### config.mk
export PLATFORM = sky130hd
export DESIGN_NAME = bfi_unit
export DESIGN_NICKNAME = d
export VERILOG_FILES = /design/src/logic/bfi_pkg.sv /design/src/logic/bfi_cmp.sv /design/src/logic/bfi_unit.sv
export SDC_FILE = /design/constraint.sdc
export NUM_CORES = 1
export LEC_CHECK = 0
export ABC_AREA = 1
export ABC_CLOCK_PERIOD_IN_PS = 5300
export BUFFER_PORTS_ARGS = -buffer_cell sky130_fd_sc_hd__buf_2
export CAP_MARGIN = 5
export CORE_ASPECT_RATIO = 0.9
export CORE_MARGIN = 4
export CORE_UTILIZATION = 55
export CTS_CLUSTER_DIAMETER = 150
export CTS_CLUSTER_SIZE = 40
export DETAILED_ROUTE_END_ITERATION = 10
export GPL_TIMING_DRIVEN = 1
export PLACE_DENSITY = 0.87
export SETUP_SLACK_MARGIN = 0.4
export SYNTH_ARGS = -nofsm -noshare
export SYNTH_HDL_FRONTEND = slang
export SYNTH_SLANG_ARGS = --single-unit
export TNS_END_PERCENT = 30
### constraint.sdc
create_clock -name i_clk -period 5.3 [get_ports i_clk]
set_input_delay 0.265 -clock i_clk [delete_from_list [all_inputs] [get_ports i_clk]]
set_output_delay 0.265 -clock i_clk [all_outputs]
set_load 0.02 [all_outputs]
### src/logic/bfi_pkg.sv
// Package for the branch and flag instruction unit.
// Assumes a 16-bit core that hands decoded opcodes and operands in.
package bfi_pkg;
    // ------------------------------------------------------------
    // Opcodes handled by this unit
    // ------------------------------------------------------------
    localparam logic [7:0] OP_BRANCH_CARRY_SET    = 8'hB0;
    localparam logic [7:0] OP_BRANCH_IF_EQUAL     = 8'hF0;
    localparam logic [7:0] OP_BRANCH_IF_MINUS     = 8'h30;
    localparam logic [7:0] OP_BRANCH_NOT_EQUAL    = 8'hD0;
    localparam logic [7:0] OP_BRANCH_IF_PLUS      = 8'h10;
    localparam logic [7:0] OP_BRANCH_ALWAYS       = 8'h80;
    localparam logic [7:0] OP_SOFTWARE_INTERRUPT  = 8'h00;
    localparam logic [7:0] OP_BRANCH_OVF_CLEAR    = 8'h50;
    localparam logic [7:0] OP_BRANCH_OVF_SET      = 8'h70;
    localparam logic [7:0] OP_MEMORY_BIT_CLEAR    = 8'h14;
    localparam logic [7:0] OP_CARRY_CLEAR         = 8'h18;
    localparam logic [7:0] OP_IRQ_DISABLE_CLEAR   = 8'h58;
    localparam logic [7:0] OP_WIDTH_FLAG_CLEAR    = 8'hD8;
    localparam logic [7:0] OP_STATUS_BITS_CLEAR   = 8'hC2;
    localparam logic [7:0] OP_OVERFLOW_CLEAR      = 8'hB8;
    localparam logic [7:0] OP_CMP_IMMEDIATE       = 8'hC9;
    localparam logic [7:0] OP_CMP_DIRECT          = 8'hC5;
    // ------------------------------------------------------------
    // Processor status bit positions
    // ------------------------------------------------------------
    localparam int FLAG_C = 0;
    localparam int FLAG_Z = 1;
    localparam int FLAG_I = 2;
    localparam int FLAG_M = 5;
    localparam int FLAG_V = 6;
    localparam int FLAG_N = 7;
    // Reset values and soft interrupt vector
    localparam logic [15:0] STATUS_RESET  = 16'h0004;
    localparam logic [15:0] SP_RESET      = 16'h0FFF;
    localparam logic [15:0] TRAP_VECTOR   = 16'hFFFA;
    localparam logic [15:0] PC_RESET      = 16'h0000;
    localparam logic [7:0]  BANK_RESET    = 8'h00;
    // Lengths
    localparam logic [15:0] LEN_ONE   = 16'h0001;
    localparam logic [15:0] LEN_TWO   = 16'h0002;
    localparam logic [15:0] LEN_THREE = 16'h0003;
endpackage

### src/logic/bfi_cmp.sv
// Width-aware compare of accumulator against operand.
// Assumes the caller presents the width flag with the operands.
`timescale 1ns/1ps
module bfi_cmp
    import bfi_pkg::*;
(
    // Operands
    input  wire logic [15:0] i_acc,
    input  wire logic [15:0] i_mem,
    input  wire logic        i_byte_mode,
    // Flag results
    output logic             o_n,
    output logic             o_z,
    output logic             o_c
);
    logic [16:0] diff;
    // ------------------------------------------------------------
    // Subtract, difference stays inside this module; only the flags go out
    // ------------------------------------------------------------
    always_comb begin
        diff = 17'h0_0000;
        o_n  = 1'b0;
        o_z  = 1'b0;
        o_c  = 1'b0;
        if (i_byte_mode) begin
            diff = {9'h000, i_acc[7:0]} - {9'h000, i_mem[7:0]};
            o_n  = diff[7];
            o_z  = (diff[7:0] == 8'h00);
            o_c  = ~diff[8];
        end else begin
            diff = {1'b0, i_acc} - {1'b0, i_mem};
            o_n  = diff[15];
            o_z  = (diff[15:0] == 16'h0000);
            o_c  = ~diff[16];
        end
    end
endmodule // bfi_cmp

### src/logic/bfi_unit.sv
// Execution of branch, flag clear, bit clear, compare and soft interrupt.
// Assumes one instruction presented per i_valid pulse, operands already fetched.
`timescale 1ns/1ps
// How it works
// - Carry-set branch taken when C is one
// - Equal on Z one, not-equal on zero
// - Minus on N one, plus on zero
// - Overflow-clear on V zero, set on one
// - Always-branch adjusts bank on carry or borrow
// - Soft interrupt pushes bank, PC, status; vectors
// - Bit clear zeroes masked memory bits only
// - Carry clear zeroes C, one byte
// - Interrupt-disable clear zeroes I
// - Width flag clear selects sixteen bits
// - Overflow clear zeroes V only
// - Status clear zeroes mask-selected bits
// - Compare subtracts, sets flags, stores nothing
// - Width flag picks sixteen or eight bits
module bfi_unit
    import bfi_pkg::*;
(
    // Clock and reset
    input  wire logic        i_clk,
    input  wire logic        i_rst_b,
    // Instruction
    input  wire logic        i_valid,
    input  wire logic [7:0]  i_opcode,
    input  wire logic [7:0]  i_operand,
    input  wire logic [15:0] i_imm16,
    input  wire logic [15:0] i_acc,
    input  wire logic [15:0] i_mem_rdata,
    // Memory write port
    output logic             o_mem_we,
    output logic [15:0]      o_mem_addr,
    output logic [7:0]       o_mem_wdata,
    output logic             o_busy,
    // Architectural state
    output logic [15:0]      o_pc,
    output logic [7:0]       o_bank,
    output logic [15:0]      o_status,
    output logic [15:0]      o_sp
);
    typedef enum logic [2:0] {ST_IDLE, ST_PCH, ST_PCL, ST_PSH, ST_PSL} bfi_state_type;

    bfi_state_type state_reg, state_next;
    logic [15:0] pc_reg, pc_next, status_reg, status_next, sp_reg, sp_next;
    logic        busy_reg, busy_next;
    logic [7:0]  bank_reg, bank_next, wdata_reg, wdata_next;
    logic [15:0] addr_reg, addr_next;
    logic        we_reg, we_next;
    logic        cmp_n, cmp_z, cmp_c;
    logic [15:0] pc_after, ofs16;
    logic [16:0] tgt;
    logic        take;

    // ------------------------------------------------------------
    // Compare datapath
    // ------------------------------------------------------------
    bfi_cmp u_cmp (
        .i_acc       (i_acc),
        .i_mem       ((i_opcode == OP_CMP_IMMEDIATE) ? i_imm16 : i_mem_rdata),
        .i_byte_mode (status_reg[FLAG_M]),
        .o_n         (cmp_n),
        .o_z         (cmp_z),
        .o_c         (cmp_c)
    );

    // Branch target from sign-extended offset
    always_comb begin
        pc_after = pc_reg + LEN_TWO;
        ofs16    = {{8{i_operand[7]}}, i_operand};
        tgt      = {1'b0, pc_after} + {1'b0, ofs16};
        take     = 1'b0;
        unique case (i_opcode)
            OP_BRANCH_CARRY_SET: take = status_reg[FLAG_C];
            OP_BRANCH_IF_EQUAL:  take = status_reg[FLAG_Z];
            OP_BRANCH_NOT_EQUAL: take = ~status_reg[FLAG_Z];
            OP_BRANCH_IF_MINUS:  take = status_reg[FLAG_N];
            OP_BRANCH_IF_PLUS:   take = ~status_reg[FLAG_N];
            OP_BRANCH_OVF_CLEAR: take = ~status_reg[FLAG_V];
            OP_BRANCH_OVF_SET:   take = status_reg[FLAG_V];
            default:             take = 1'b0;
        endcase
    end

    // ------------------------------------------------------------
    // Next state; push sequence runs one byte per cycle
    // ------------------------------------------------------------
    always_comb begin
        state_next = state_reg;
        pc_next    = pc_reg;
        status_next = status_reg;
        sp_next    = sp_reg;
        bank_next  = bank_reg;
        we_next    = 1'b0;
        addr_next  = addr_reg;
        wdata_next = wdata_reg;
        unique case (state_reg)
            ST_IDLE: begin
                if (i_valid) begin
                    unique case (i_opcode)
                        OP_BRANCH_CARRY_SET, OP_BRANCH_IF_EQUAL, OP_BRANCH_NOT_EQUAL,
                        OP_BRANCH_IF_MINUS, OP_BRANCH_IF_PLUS,
                        OP_BRANCH_OVF_CLEAR, OP_BRANCH_OVF_SET: begin
                            pc_next = take ? tgt[15:0] : pc_after;
                        end
                        OP_BRANCH_ALWAYS: begin
                            pc_next = tgt[15:0];
                            if (!i_operand[7] && tgt[16])
                                bank_next = bank_reg + 8'h01;
                            else if (i_operand[7] && !tgt[16])
                                bank_next = bank_reg - 8'h01;
                        end
                        OP_SOFTWARE_INTERRUPT: begin
                            pc_next    = pc_after;
                            we_next    = 1'b1;
                            addr_next  = sp_reg;
                            wdata_next = bank_reg;
                            sp_next    = sp_reg - 16'h0001;
                            state_next = ST_PCH;
                        end
                        OP_MEMORY_BIT_CLEAR: begin
                            we_next    = 1'b1;
                            addr_next  = i_imm16;
                            wdata_next = i_mem_rdata[7:0] & ~i_operand;
                            pc_next    = pc_reg + LEN_THREE;
                        end
                        OP_CARRY_CLEAR: begin
                            status_next[FLAG_C] = 1'b0;
                            pc_next       = pc_reg + LEN_ONE;
                        end
                        OP_IRQ_DISABLE_CLEAR: begin
                            status_next[FLAG_I] = 1'b0;
                            pc_next       = pc_reg + LEN_ONE;
                        end
                        OP_WIDTH_FLAG_CLEAR: begin
                            status_next[FLAG_M] = 1'b0;
                            pc_next       = pc_reg + LEN_ONE;
                        end
                        OP_OVERFLOW_CLEAR: begin
                            status_next[FLAG_V] = 1'b0;
                            pc_next       = pc_reg + LEN_ONE;
                        end
                        OP_STATUS_BITS_CLEAR: begin
                            status_next = status_reg & ~{8'h00, i_operand};
                            pc_next = pc_reg + LEN_TWO;
                        end
                        OP_CMP_IMMEDIATE, OP_CMP_DIRECT: begin
                            status_next[FLAG_N] = cmp_n;
                            status_next[FLAG_Z] = cmp_z;
                            status_next[FLAG_C] = cmp_c;
                            if (i_opcode == OP_CMP_DIRECT)
                                pc_next = pc_reg + LEN_TWO;
                            else
                                pc_next = pc_reg + (status_reg[FLAG_M] ? LEN_TWO : LEN_THREE);
                        end
                        default: pc_next = pc_reg;
                    endcase
                end
            end
            ST_PCH: begin
                we_next = 1'b1; addr_next = sp_reg; wdata_next = pc_reg[15:8];
                sp_next = sp_reg - 16'h0001; state_next = ST_PCL;
            end
            ST_PCL: begin
                we_next = 1'b1; addr_next = sp_reg; wdata_next = pc_reg[7:0];
                sp_next = sp_reg - 16'h0001; state_next = ST_PSH;
            end
            ST_PSH: begin
                we_next = 1'b1; addr_next = sp_reg; wdata_next = status_reg[15:8];
                sp_next = sp_reg - 16'h0001; state_next = ST_PSL;
            end
            ST_PSL: begin
                we_next = 1'b1; addr_next = sp_reg; wdata_next = status_reg[7:0];
                sp_next = sp_reg - 16'h0001;
                status_next[FLAG_I] = 1'b1;
                pc_next   = TRAP_VECTOR;
                bank_next = BANK_RESET;
                state_next = ST_IDLE;
            end
            default: state_next = ST_IDLE;
        endcase
        // Busy is registered so the port comes straight from a flip-flop
        busy_next = (state_next != ST_IDLE);
    end

    // ------------------------------------------------------------
    // Registers
    // ------------------------------------------------------------
    always_ff @(posedge i_clk or negedge i_rst_b) begin
        if (!i_rst_b) begin
            state_reg <= ST_IDLE;
            pc_reg    <= PC_RESET;
            status_reg <= STATUS_RESET;
            busy_reg  <= 1'b0;
            sp_reg    <= SP_RESET;
            bank_reg  <= BANK_RESET;
            we_reg    <= 1'b0;
            addr_reg  <= 16'h0000;
            wdata_reg <= 8'h00;
        end else begin
            state_reg <= state_next;
            pc_reg    <= pc_next;
            status_reg <= status_next;
            busy_reg  <= busy_next;
            sp_reg    <= sp_next;
            bank_reg  <= bank_next;
            we_reg    <= we_next;
            addr_reg  <= addr_next;
            wdata_reg <= wdata_next;
        end
    end

    // Outputs straight from flip-flops
    assign o_mem_we    = we_reg;
    assign o_mem_addr  = addr_reg;
    assign o_mem_wdata = wdata_reg;
    assign o_busy      = busy_reg;
    assign o_pc        = pc_reg;
    assign o_bank      = bank_reg;
    assign o_status    = status_reg;
    assign o_sp        = sp_reg;
endmodule // bfi_unit

==> flow_summary.json, run 1 <==
{
  "wire_per_inst_um": 17.5,
  "drt_iter0_drc": 1108,
  "core_mm2": 0.0135,
  "drc": 0,
  "regArea_mm2": 0.00194,
  "fmax_mhz": 227,
  "drv_cap": 0,
  "antenna_found_initial": 0,
  "ir_drop_uv": 393,
  "grt_pass1_wl_um": 41000,
  "max-slew-margin-rel": 0.318,
  "grt_usage": 0.322,
  "syn2layout_area_growth_pct": 14.1,
  "layout-drive-gt1-share": 0.154,
  "n_fill_cell": 1208,
  "synthTopCellsByCount": "nand2_1, inv_1, nor2_1",
  "worstMarginPinSlew_ns": 1.02,
  "initial_core_util": 0.567,
  "status": "completed",
  "via_count": 8634,
  "routabilityCongestion": 1.05,
  "drtPass1Iterations": 8,
  "dp_hpwl_um": 20800,
  "yosys_most_used_dff": "dfrtp_1",
  "dp.cells": 1480,
  "yosysWarningCount": 0,
  "crit_type": "reg2reg",
  "wl_um": 26100,
  "maxSlewViolCount": 0,
  "synth_area_mm2": 0.00766,
  "fp-row-count": 40,
  "ys_types": 49,
  "cts_buffers": 9,
  "ios": 149,
  "leakage_nw": 4.89,
  "clock_skew_ns": 0.00907,
  "cp_max_fo": 8,
  "dieArea_mm2": 0.0159,
  "cts_root_buffer": "clkbuf_16",
  "portBuffers": 140,
  "synth.most_common_cell": "nand2_1",
  "cellPowerDensity_mw_per_mm2": 543,
  "cp-end-kind": "flop",
  "startpoint_type": "flop",
  "path_clk_slew_ns": 0.07,
  "synth_largest_area_cell": "dfrtp_1",
  "nets": 1440,
  "die-height_um": 120,
  "ys_async_sr_fraction": 1.00,
  "die-width_um": 132,
  "cts_sinks": 77,
  "synth_edf_count": 0,
  "clock_latency_ns": 0.36,
  "overflow": 0,
  "postRouteAntennaNets": 0,
  "clk_path_buf_depth": 2,
  "first_global_vias": 7721,
  "ys_ff_latch": 77,
  "hold_class": "in2async",
  "post-cts-setup-buffers": 0,
  "crit_required_ns": 5.52,
  "via_per_inst": 5.77,
  "cts-resized-gates": 0,
  "yosys.area.top_type_share": 0.209,
  "rsz0062_at_grt": "false",
  "syn_inst": 1191,
  "cts_tree": "yes",
  "setup_viol": 0,
  "cts_max_level": 3,
  "post-route-period-util": 0.830,
  "grt_start_max_net_pins": 78,
  "syn_avg_cell_area_um2": 6.43,
  "postCtsHoldBufs": 0,
  "stdcell_count": 1496,
  "yosys-top-cells-area": "dfrtp_1, nand2_1, inv_1",
  "hold_viol": 0,
  "crit_arrival_ns": 4.62,
  "antenna_cells": 0,
  "fin_tns_setup_ns": 0,
  "fin_crit_ns": 4.40,
  "ys_seq_area_frac": 0.254,
  "multi_input_area_mm2": 0.00493
}
==> metal layers <==
| layer | part of all wire | vias up | GRT usage |
|---|---|---|---|
| met1 | 0.44 | 3937 | 0.479 |
| met4 | 0.020 | 0 | 0.0857 |
| li1 | - | 4130 | - |
| met2 | 0.42 | 520 | 0.474 |
| met5 | 0 | - | 0 |
| met3 | 0.11 | 47 | 0.0679 |
==> worst paths after layout <==
| check | startpoint | to | slack [ns] | cells after the start |
|---|---|---|---|---|
| worst max-delay path | o_pc[2]$_DFFE_PN0P_ | o_bank[6]$_DFFE_PN0P_ | 0.90 | 23 |
| worst min-delay path | i_rst_b | o_mem_addr[9]$_DFFE_PN0P_ | 0.07 | 1 |
| worst max register to register | o_pc[2]$_DFFE_PN0P_ | o_bank[6]$_DFFE_PN0P_ | 0.90 | 23 |
| worst min register to register | o_mem_wdata[4]$_DFFE_PN0P_ | o_mem_wdata[4]$_DFFE_PN0P_ | 0.48 | 2 |
| max in group asynchronous | i_rst_b | o_pc[6]$_DFFE_PN0P_ | 4.56 | 1 |
| min in group i_clk | i_operand[4] | o_status[4]$_DFFE_PN0P_ | 0.16 | 2 |
==> stage by stage <==
| stage | hold slack [ns] | total power [mW] | area (um2) | worst slack [ns] | util |
|---|---|---|---|---|---|
| floorplan | -0.0306 | 3.17 | 7680 | 1.41 | - |
| global placement | 0.462 | 3.99 | 8450 | 1.17 | 0.625 |
| detailed placement | 0.468 | 4.02 | 8450 | 1.04 | 0.625 |
| CTS | 0.114 | 4.66 | 8740 | 1.01 | 0.647 |
| global route | 0.135 | 5.10 | 8740 | 0.448 | 0.647 |
| finish | 0.0667 | 4.75 | 8740 | 0.904 | 0.647 |
==> logic make-up after synthesis <==
group	count (synthesis)	share of synthesized area
AO/OA/AOI/OAI	178	0.130
XOR/XNOR	49	0.0560
adder cells (fa/ha/maj)	50	0.0856
buffers and inverters	201	0.106
flip-flops	77	0.254
multiplexers	14	0.0183
other	1	0.000490
AND/OR/NAND/NOR	621	0.350
==> critical path, cell delays in order, from the launching register on <==
cell,delay (ns)
dfrtp_1,0.49
nand2_1,0.19
nor2_1,0.38
nand3_1,0.15
xor2_1,0.19
ha_1,0.37
inv_1,0.09
nor3_1,0.25
nand3_1,0.11
nand3_1,0.13
nand2_1,0.06
nand2_1,0.05
a21oi_1,0.06
o21bai_1,0.13
ha_1,0.26
inv_1,0.16
ha_1,0.38
a21oi_1,0.15
o21ai_0,0.15
nand2_1,0.09
nand2_1,0.05
a21oi_1,0.14
xor2_1,0.16
o22ai_1,0.08
==> power by group <==
part	leakage (nW)	internal [mW]	total, mW	switching (mW)
logic	3.84	0.985	3.05	2.07
clock network	0.145	0.328	0.620	0.292
registers	0.903	0.836	1.07	0.238
total	4.89	2.15	4.75	2.60
==> layout by cell type (no fill, tap or decap), drive strengths merged, types with 2 or more instances in the layout <==
| master | synthesis | layout |
|---|---|---|
| a21oi | 51 | 51 |
| a31oi | 11 | 11 |
| buf | 19 | 142 |
| clkbuf | 9 | 9 |
| clkinv | 0 | 3 |
| conb | 1 | 8 |
| dfrtp | 64 | 64 |
| dfstp | 13 | 13 |
| fa | 4 | 4 |
| ha | 46 | 46 |
| inv | 173 | 177 |
| mux2i | 14 | 14 |
| nand2 | 345 | 345 |
| nand3 | 99 | 99 |
| nand3b | 10 | 10 |
| nand4 | 18 | 18 |
| nor2 | 128 | 128 |
| nor3 | 16 | 16 |
| nor4 | 2 | 2 |
| o2111ai | 2 | 2 |
| o211ai | 6 | 6 |
| o21a | 2 | 2 |
| o21ai | 83 | 83 |
| o221ai | 7 | 7 |
| o22ai | 10 | 10 |
| or2 | 2 | 2 |
| xnor2 | 5 | 5 |
| xor2 | 44 | 44 |
==> area by class of cell <==
class,instances,share of cell area
Tap cell,168,0.0240
Sequential cell,77,0.222
Inverter,173,0.0746
Clock inverter,7,0.00744
Timing Repair Buffer,142,0.0822
Clock buffer,9,0.0258
Multi-Input combinational cell,920,0.564
(Power assumes the default switching activity.)
==> run 2: changes to the inputs <==
ABC_CLOCK_PERIOD_IN_PS = 4480   (was 5300)
clock period = 4.48 ns   (was 5.3 ns; I/O delays follow)
==> run 2 against run 1 <==
Power is 22% higher. Count of clock-buffer cells in the layout up 1. Worst setup slack got worse by 0.24 ns. Clock power rose by 16%. Routed wire length up 1.2%. Hold slack lost 0.030 ns. Sequential share of layout area shrank 0.31 points. Combinational power is 25% higher. Core utilization is 1.3 points higher. Sequential cell count unchanged. Cell count grew 0.87%.
==> flow_summary.json, run 2 (same netlist as run 1, synthesis figures left out) <==
{
  "ios": 149,
  "fin_util": 0.660,
  "rr_endpoint": "o_bank[6]$_DFFE_PN0P_",
  "nets": 1453,
  "cts_sinks": 77,
  "status": "completed",
  "cp-end-kind": "flop",
  "final_cell_mix": "nand2_1, inv_1, buf_2",
  "postCtsHoldBufs": 0,
  "dieArea_mm2": 0.0159,
  "drtPass1Iterations": 6,
  "cellPowerDensity_mw_per_mm2": 650,
  "path_clk_slew_ns": 0.07,
  "fin_crit_ns": 3.82,
  "die-width_um": 132,
  "drv_cap": 0,
  "fin_tns_setup_ns": 0,
  "clock_latency_ns": 0.35,
  "leakage_nw": 4.94,
  "fmax_mhz": 262,
  "cts_tree": "yes",
  "hold_viol": 0,
  "grt_usage": 0.323,
  "dp.cells": 1484,
  "core_mm2": 0.0135,
  "maxSlewViolCount": 0,
  "rsz0062_at_grt": "true",
  "routabilityCongestion": 1.07,
  "postRouteAntennaNets": 0,
  "first_global_vias": 7630,
  "cp_max_fo": 7,
  "antenna_found_initial": 0,
  "cts_buffers": 9,
  "max-slew-margin-rel": 0.314,
  "via_count": 8698,
  "worstMarginPinSlew_ns": 1.03,
  "fp-row-count": 40,
  "final_common_cell": "nand2_1",
  "portBuffers": 140,
  "clock_skew_ns": 0.00695,
  "cts_root_buffer": "clkbuf_16",
  "syn2layout_area_growth_pct": 16.5,
  "grt_pass1_wl_um": 40800,
  "post-route-period-util": 0.852,
  "setup_viol": 0,
  "wire_per_inst_um": 17.5,
  "stdcell_count": 1509,
  "drc": 0,
  "clk_path_buf_depth": 2,
  "r2r_slack_ns": 0.66,
  "layout-drive-gt1-share": 0.179,
  "grt_start_max_net_pins": 78,
  "crit_required_ns": 4.70,
  "die-height_um": 120,
  "dp_hpwl_um": 20800,
  "cts_max_level": 3,
  "drt_iter0_drc": 1286,
  "crit_type": "reg2reg",
  "whs_ns": 0.0362,
  "reg2regPathDepth": 23,
  "overflow": 0,
  "ir_drop_uv": 581,
  "via_per_inst": 5.76,
  "hold_class": "in2async",
  "wl_um": 26400,
  "startpoint_type": "flop",
  "regToRegStartpoint": "o_pc[2]$_DFFE_PN0P_",
  "antenna_cells": 0,
  "initial_core_util": 0.567,
  "crit_arrival_ns": 4.03
}
==> run 2: cell types whose count changed in the layout (fill, tap and decap cells not counted), moves of 4 or more <==
cell | before | now
buf_4 | 3 | 16
dfrtp_1 | 64 | 54
dfrtp_2 | 0 | 10
nand2_1 | 338 | 334
nand2_2 | 6 | 10
==> run 2: layout make-up <==
class	instances	area [um2]
Multi-Input combinational cell	920	5000
Tap cell	168	210
Clock inverter	6	52.6
Fill cell	1246	4590
Timing Repair Buffer	155	816
Inverter	173	652
Clock buffer	10	229
Sequential cell	77	1960
==> run 2: power by group <==
group	internal [mW]	total (mW)	switching, mW	leakage [nW]
clock network	0.386	0.719	0.333	0.132
registers	0.997	1.27	0.277	0.897
logic	1.28	3.81	2.53	3.91
==> run 2: layer usage <==
metal	vias to the layer above	part of all wire	routed length, um	track usage
met3	50	0.12	3150	0.0683
met2	535	0.41	10900	0.463
met5	-	0	0	0
met4	0	0.023	609	0.0799
li1	4148	-	-	-
met1	3965	0.44	11700	0.494
==> run 2: worst max path at each step <==
stage	start	endpoint	slack (ns)	cells past startpoint
detailed placement	o_pc[3]$_DFFE_PN0P_	o_bank[6]$_DFFE_PN0P_	0.23	24
floorplan	o_pc[1]$_DFFE_PN0P_	o_bank[6]$_DFFE_PN0P_	0.59	23
global route	o_pc[3]$_DFFE_PN0P_	o_bank[5]$_DFFE_PN0P_	0.37	23
global placement	o_pc[3]$_DFFE_PN0P_	o_bank[6]$_DFFE_PN0P_	0.37	24
finish	o_pc[2]$_DFFE_PN0P_	o_bank[6]$_DFFE_PN0P_	0.66	23
CTS	o_pc[4]$_DFFE_PN0P_	o_bank[6]$_DFFE_PN0P_	0.41	24
==> run 2: critical path: stages (launching register included) <==
cell,delay (ns)
dfrtp_2,0.44
nand2_2,0.13
nor2_4,0.16
nand3_1,0.14
xor2_1,0.19
ha_1,0.37
inv_1,0.10
nor3_2,0.19
nand3_1,0.09
nand3_1,0.13
nand2_1,0.06
nand2_1,0.05
a21oi_1,0.05
o21bai_1,0.14
ha_2,0.24
inv_2,0.08
ha_1,0.34
a21oi_1,0.16
o21ai_1,0.11
nand2_1,0.07
nand2_1,0.05
a21oi_1,0.15
xor2_1,0.16
o22ai_1,0.08
==> run 2: what timing repair did <==
action                                  CTS  global route
hold endpoints to repair                  0             0
pin swaps                                 1             8
endpoints found under the setup margin    3             7
buffers inserted                          3             6
resized for setup                         7            23
==> run 2: per-stage QoR <==
step | setup WS (ns) | cell area (um2) | power [mW]
after detailed placement | 0.232 | 8480 | 4.81
after floorplan | 0.592 | 7680 | 3.75
after CTS | 0.413 | 8810 | 5.60
final | 0.664 | 8920 | 5.80
after global routing | 0.368 | 8920 | 6.23
after global placement | 0.368 | 8480 | 4.77
==> run 3: changes to the inputs <==
ABC_CLOCK_PERIOD_IN_PS = 4550   (was 4480)
clock period = 4.55 ns   (was 4.48 ns; I/O delays follow)
==> run 3 against run 2 <==
Worst setup slack worse by 0.014 ns. Clock power is 1% higher. Non-clock buffer count is 1 higher. Routed wire length is 1.8% higher. Sequential share of layout area is 0.095 points lower. Clock skew is 0.00099 ns higher. Fmax is 2.1% lower. Core utilization is 0.29 points higher. Cell area is 0.43% higher. Via count is 1.1% higher. Power is 0.55% lower.
==> flow_summary.json, run 3 (same netlist as run 1, synthesis figures left out) <==
{
  "status": "completed",
  "drc": 0,
  "p_total_mw": 5.77,
  "crit_arrival_ns": 4.12,
  "cellPowerDensity_mw_per_mm2": 644,
  "leakage_nw": 4.96,
  "n_fill_cell": 1211,
  "regToRegStartpoint": "o_pc[2]$_DFFE_PN0P_",
  "setup_viol": 0,
  "regArea_mm2": 0.00196,
  "maxSlewViolCount": 0,
  "hold_class": "in2async",
  "cp-end-kind": "flop",
  "gr-max-usage-layer": "met1",
  "multi_input_area_mm2": 0.00502,
  "dp_hpwl_um": 21200,
  "p_seq_frac": 0.218,
  "rsz0062_at_grt": "false",
  "wire_per_inst_um": 17.8,
  "crit_path_start": "o_pc[2]$_DFFE_PN0P_",
  "stdcell_count": 1510,
  "worstMarginPinSlew_ns": 1.02,
  "use_met2": 0.475,
  "fmax_mhz": 256,
  "p_sw_frac": 0.542,
  "antenna_cells": 0,
  "drv_cap": 0,
  "portBuffers": 140,
  "whs_ns": 0.0435,
  "grt_usage": 0.330,
  "cts_buffers": 9,
  "final_cell_mix": "nand2_1, inv_1, buf_2",
  "startpoint_type": "flop",
  "crit_chain": "ha_2 -> inv_1 -> nor2_4 -> nand2_1 -> xor2_2 -> ha_1 -> nand2_1 -> nor3_2 -> nand3_1 -> nand3_1 -> nand2_1 -> nand2_1 -> a21oi_1 -> o21bai_1 -> ha_2 -> inv_2 -> ha_1 -> a21oi_1 -> nand2_1 -> a21oi_1 -> o21ai_0 -> xnor2_1 -> o22ai_1",
  "design_area_mm2": 0.00896,
  "die-width_um": 132,
  "dieArea_mm2": 0.0159,
  "drt_iter0_drc": 1538,
  "clock_skew_ns": 0.00793,
  "hold_viol": 0,
  "fin_tns_setup_ns": 0,
  "cts_root_buffer": "clkbuf_16",
  "cts_max_level": 3,
  "p_clk_frac": 0.126,
  "switching_power_mw": 3.13,
  "power_frac_comb": 0.656,
  "clock_latency_ns": 0.36,
  "ios": 149,
  "overflow": 0,
  "grt_pass1_wl_um": 41800,
  "path_clk_slew_ns": 0.07,
  "max_stage_delay_ns": 0.44,
  "groute.layer.met3.usage": 0.0725,
  "crit_type": "reg2reg",
  "fp-row-count": 40,
  "via_per_inst": 5.83,
  "cts_sinks": 77,
  "routabilityCongestion": 1.05,
  "timing.critical_path.slowest_stage_cell": "dfrtp_2",
  "nets": 1454,
  "dp.cells": 1484,
  "crit_required_ns": 4.78,
  "grt_start_max_net_pins": 78,
  "syn2layout_area_growth_pct": 17.0,
  "cp_max_fo": 8,
  "crit_top_cell": "nand2_1",
  "drtPass1Iterations": 6,
  "wl_um": 26900,
  "final_common_cell": "nand2_1",
  "layout-drive-gt1-share": 0.183,
  "ir_drop_uv": 466,
  "fin_crit_ns": 3.90,
  "max-slew-margin-rel": 0.320,
  "place_area_mm2": 0.00848,
  "p_int_mw": 2.64,
  "core_mm2": 0.0135,
  "first_global_vias": 7871,
  "post-route-period-util": 0.857,
  "via_count": 8796,
  "antenna_found_initial": 0,
  "met1_usage": 0.487,
  "initial_core_util": 0.567,
  "postRouteAntennaNets": 0,
  "die-height_um": 120,
  "clk_path_buf_depth": 2,
  "cts_tree": "yes"
}
run 3: cell types whose count changed in the layout (fill, tap and decap cells not counted), sizes merged:
cell / change
buf: +1
clkbuf: -1
clkinv: +4
clkinvlp: -2
inv: -1
run 3: metal layers:
metal | routed length, um | part of all wire | vias to the layer above
met5 | 0 | 0 | -
met4 | 788 | 0.029 | 0
met3 | 3220 | 0.12 | 72
met2 | 11400 | 0.42 | 598
met1 | 11500 | 0.43 | 3977
li1 | - | - | 4149
run 3: path summary, 6_finish.rpt:
kind                                             end  slack [ns]  cells past startpoint
min reg2reg                      o_sp[5]$_DFFE_PN1P_        0.48                      2
max in group asynchronous       o_pc[10]$_DFFE_PN0P_        3.78                      1
max reg2reg                    o_bank[5]$_DFFE_PN0P_        0.65                     23
max                            o_bank[5]$_DFFE_PN0P_        0.65                     23
min in group i_clk           o_status[4]$_DFFE_PN0P_        0.13                      2
min                        o_mem_addr[2]$_DFFE_PN0P_        0.04                      1
run 3: cell type report:
class / count / share of cell area
Clock buffer: 9 / 0.0251
Clock inverter: 7 / 0.00754
Sequential cell: 77 / 0.218
Tap cell: 168 / 0.0235
Multi-Input combinational cell: 920 / 0.561
Timing Repair Buffer: 156 / 0.0919
Inverter: 173 / 0.0728
run 3: critical path, delay by kind of cell, from the launching register on:
| kind | cells | cell delay, ns |
|---|---|---|
| fa+ha+maj | 4 | 1.16 |
| simple gates | 9 | 0.99 |
| compound gates | 6 | 0.68 |
| flops | 1 | 0.44 |
| xor+xnor | 2 | 0.34 |
| buf+inv | 2 | 0.17 |
run 3: stage by stage:
step / util / setup slack [ns]
after floorplan: - / 0.662
after global placement: 0.628 / 0.424
after detailed placement: 0.628 / 0.272
after CTS: 0.651 / 0.444
after global routing: 0.663 / 0.342
final: 0.663 / 0.651
run 3: power groups by stage:
stage | Clock (mW) | Combinational [mW] | Sequential [mW]
2_1_floorplan | 0 | 2.23 | 1.46
3_3_place_gp | 0 | 3.45 | 1.23
3_5_place_dp | 0 | 3.50 | 1.24
4_1_cts | 0.726 | 3.54 | 1.23
5_1_grt | 0.756 | 4.14 | 1.29
6_report | 0.726 | 3.79 | 1.26
run 3: what timing repair did:
item / CTS / global route
endpoints found under the setup margin: 2 / 7
buffers inserted: 0 / 10
hold buffers: 0 / 0
pin swaps: 1 / 6
resized for setup: 6 / 27
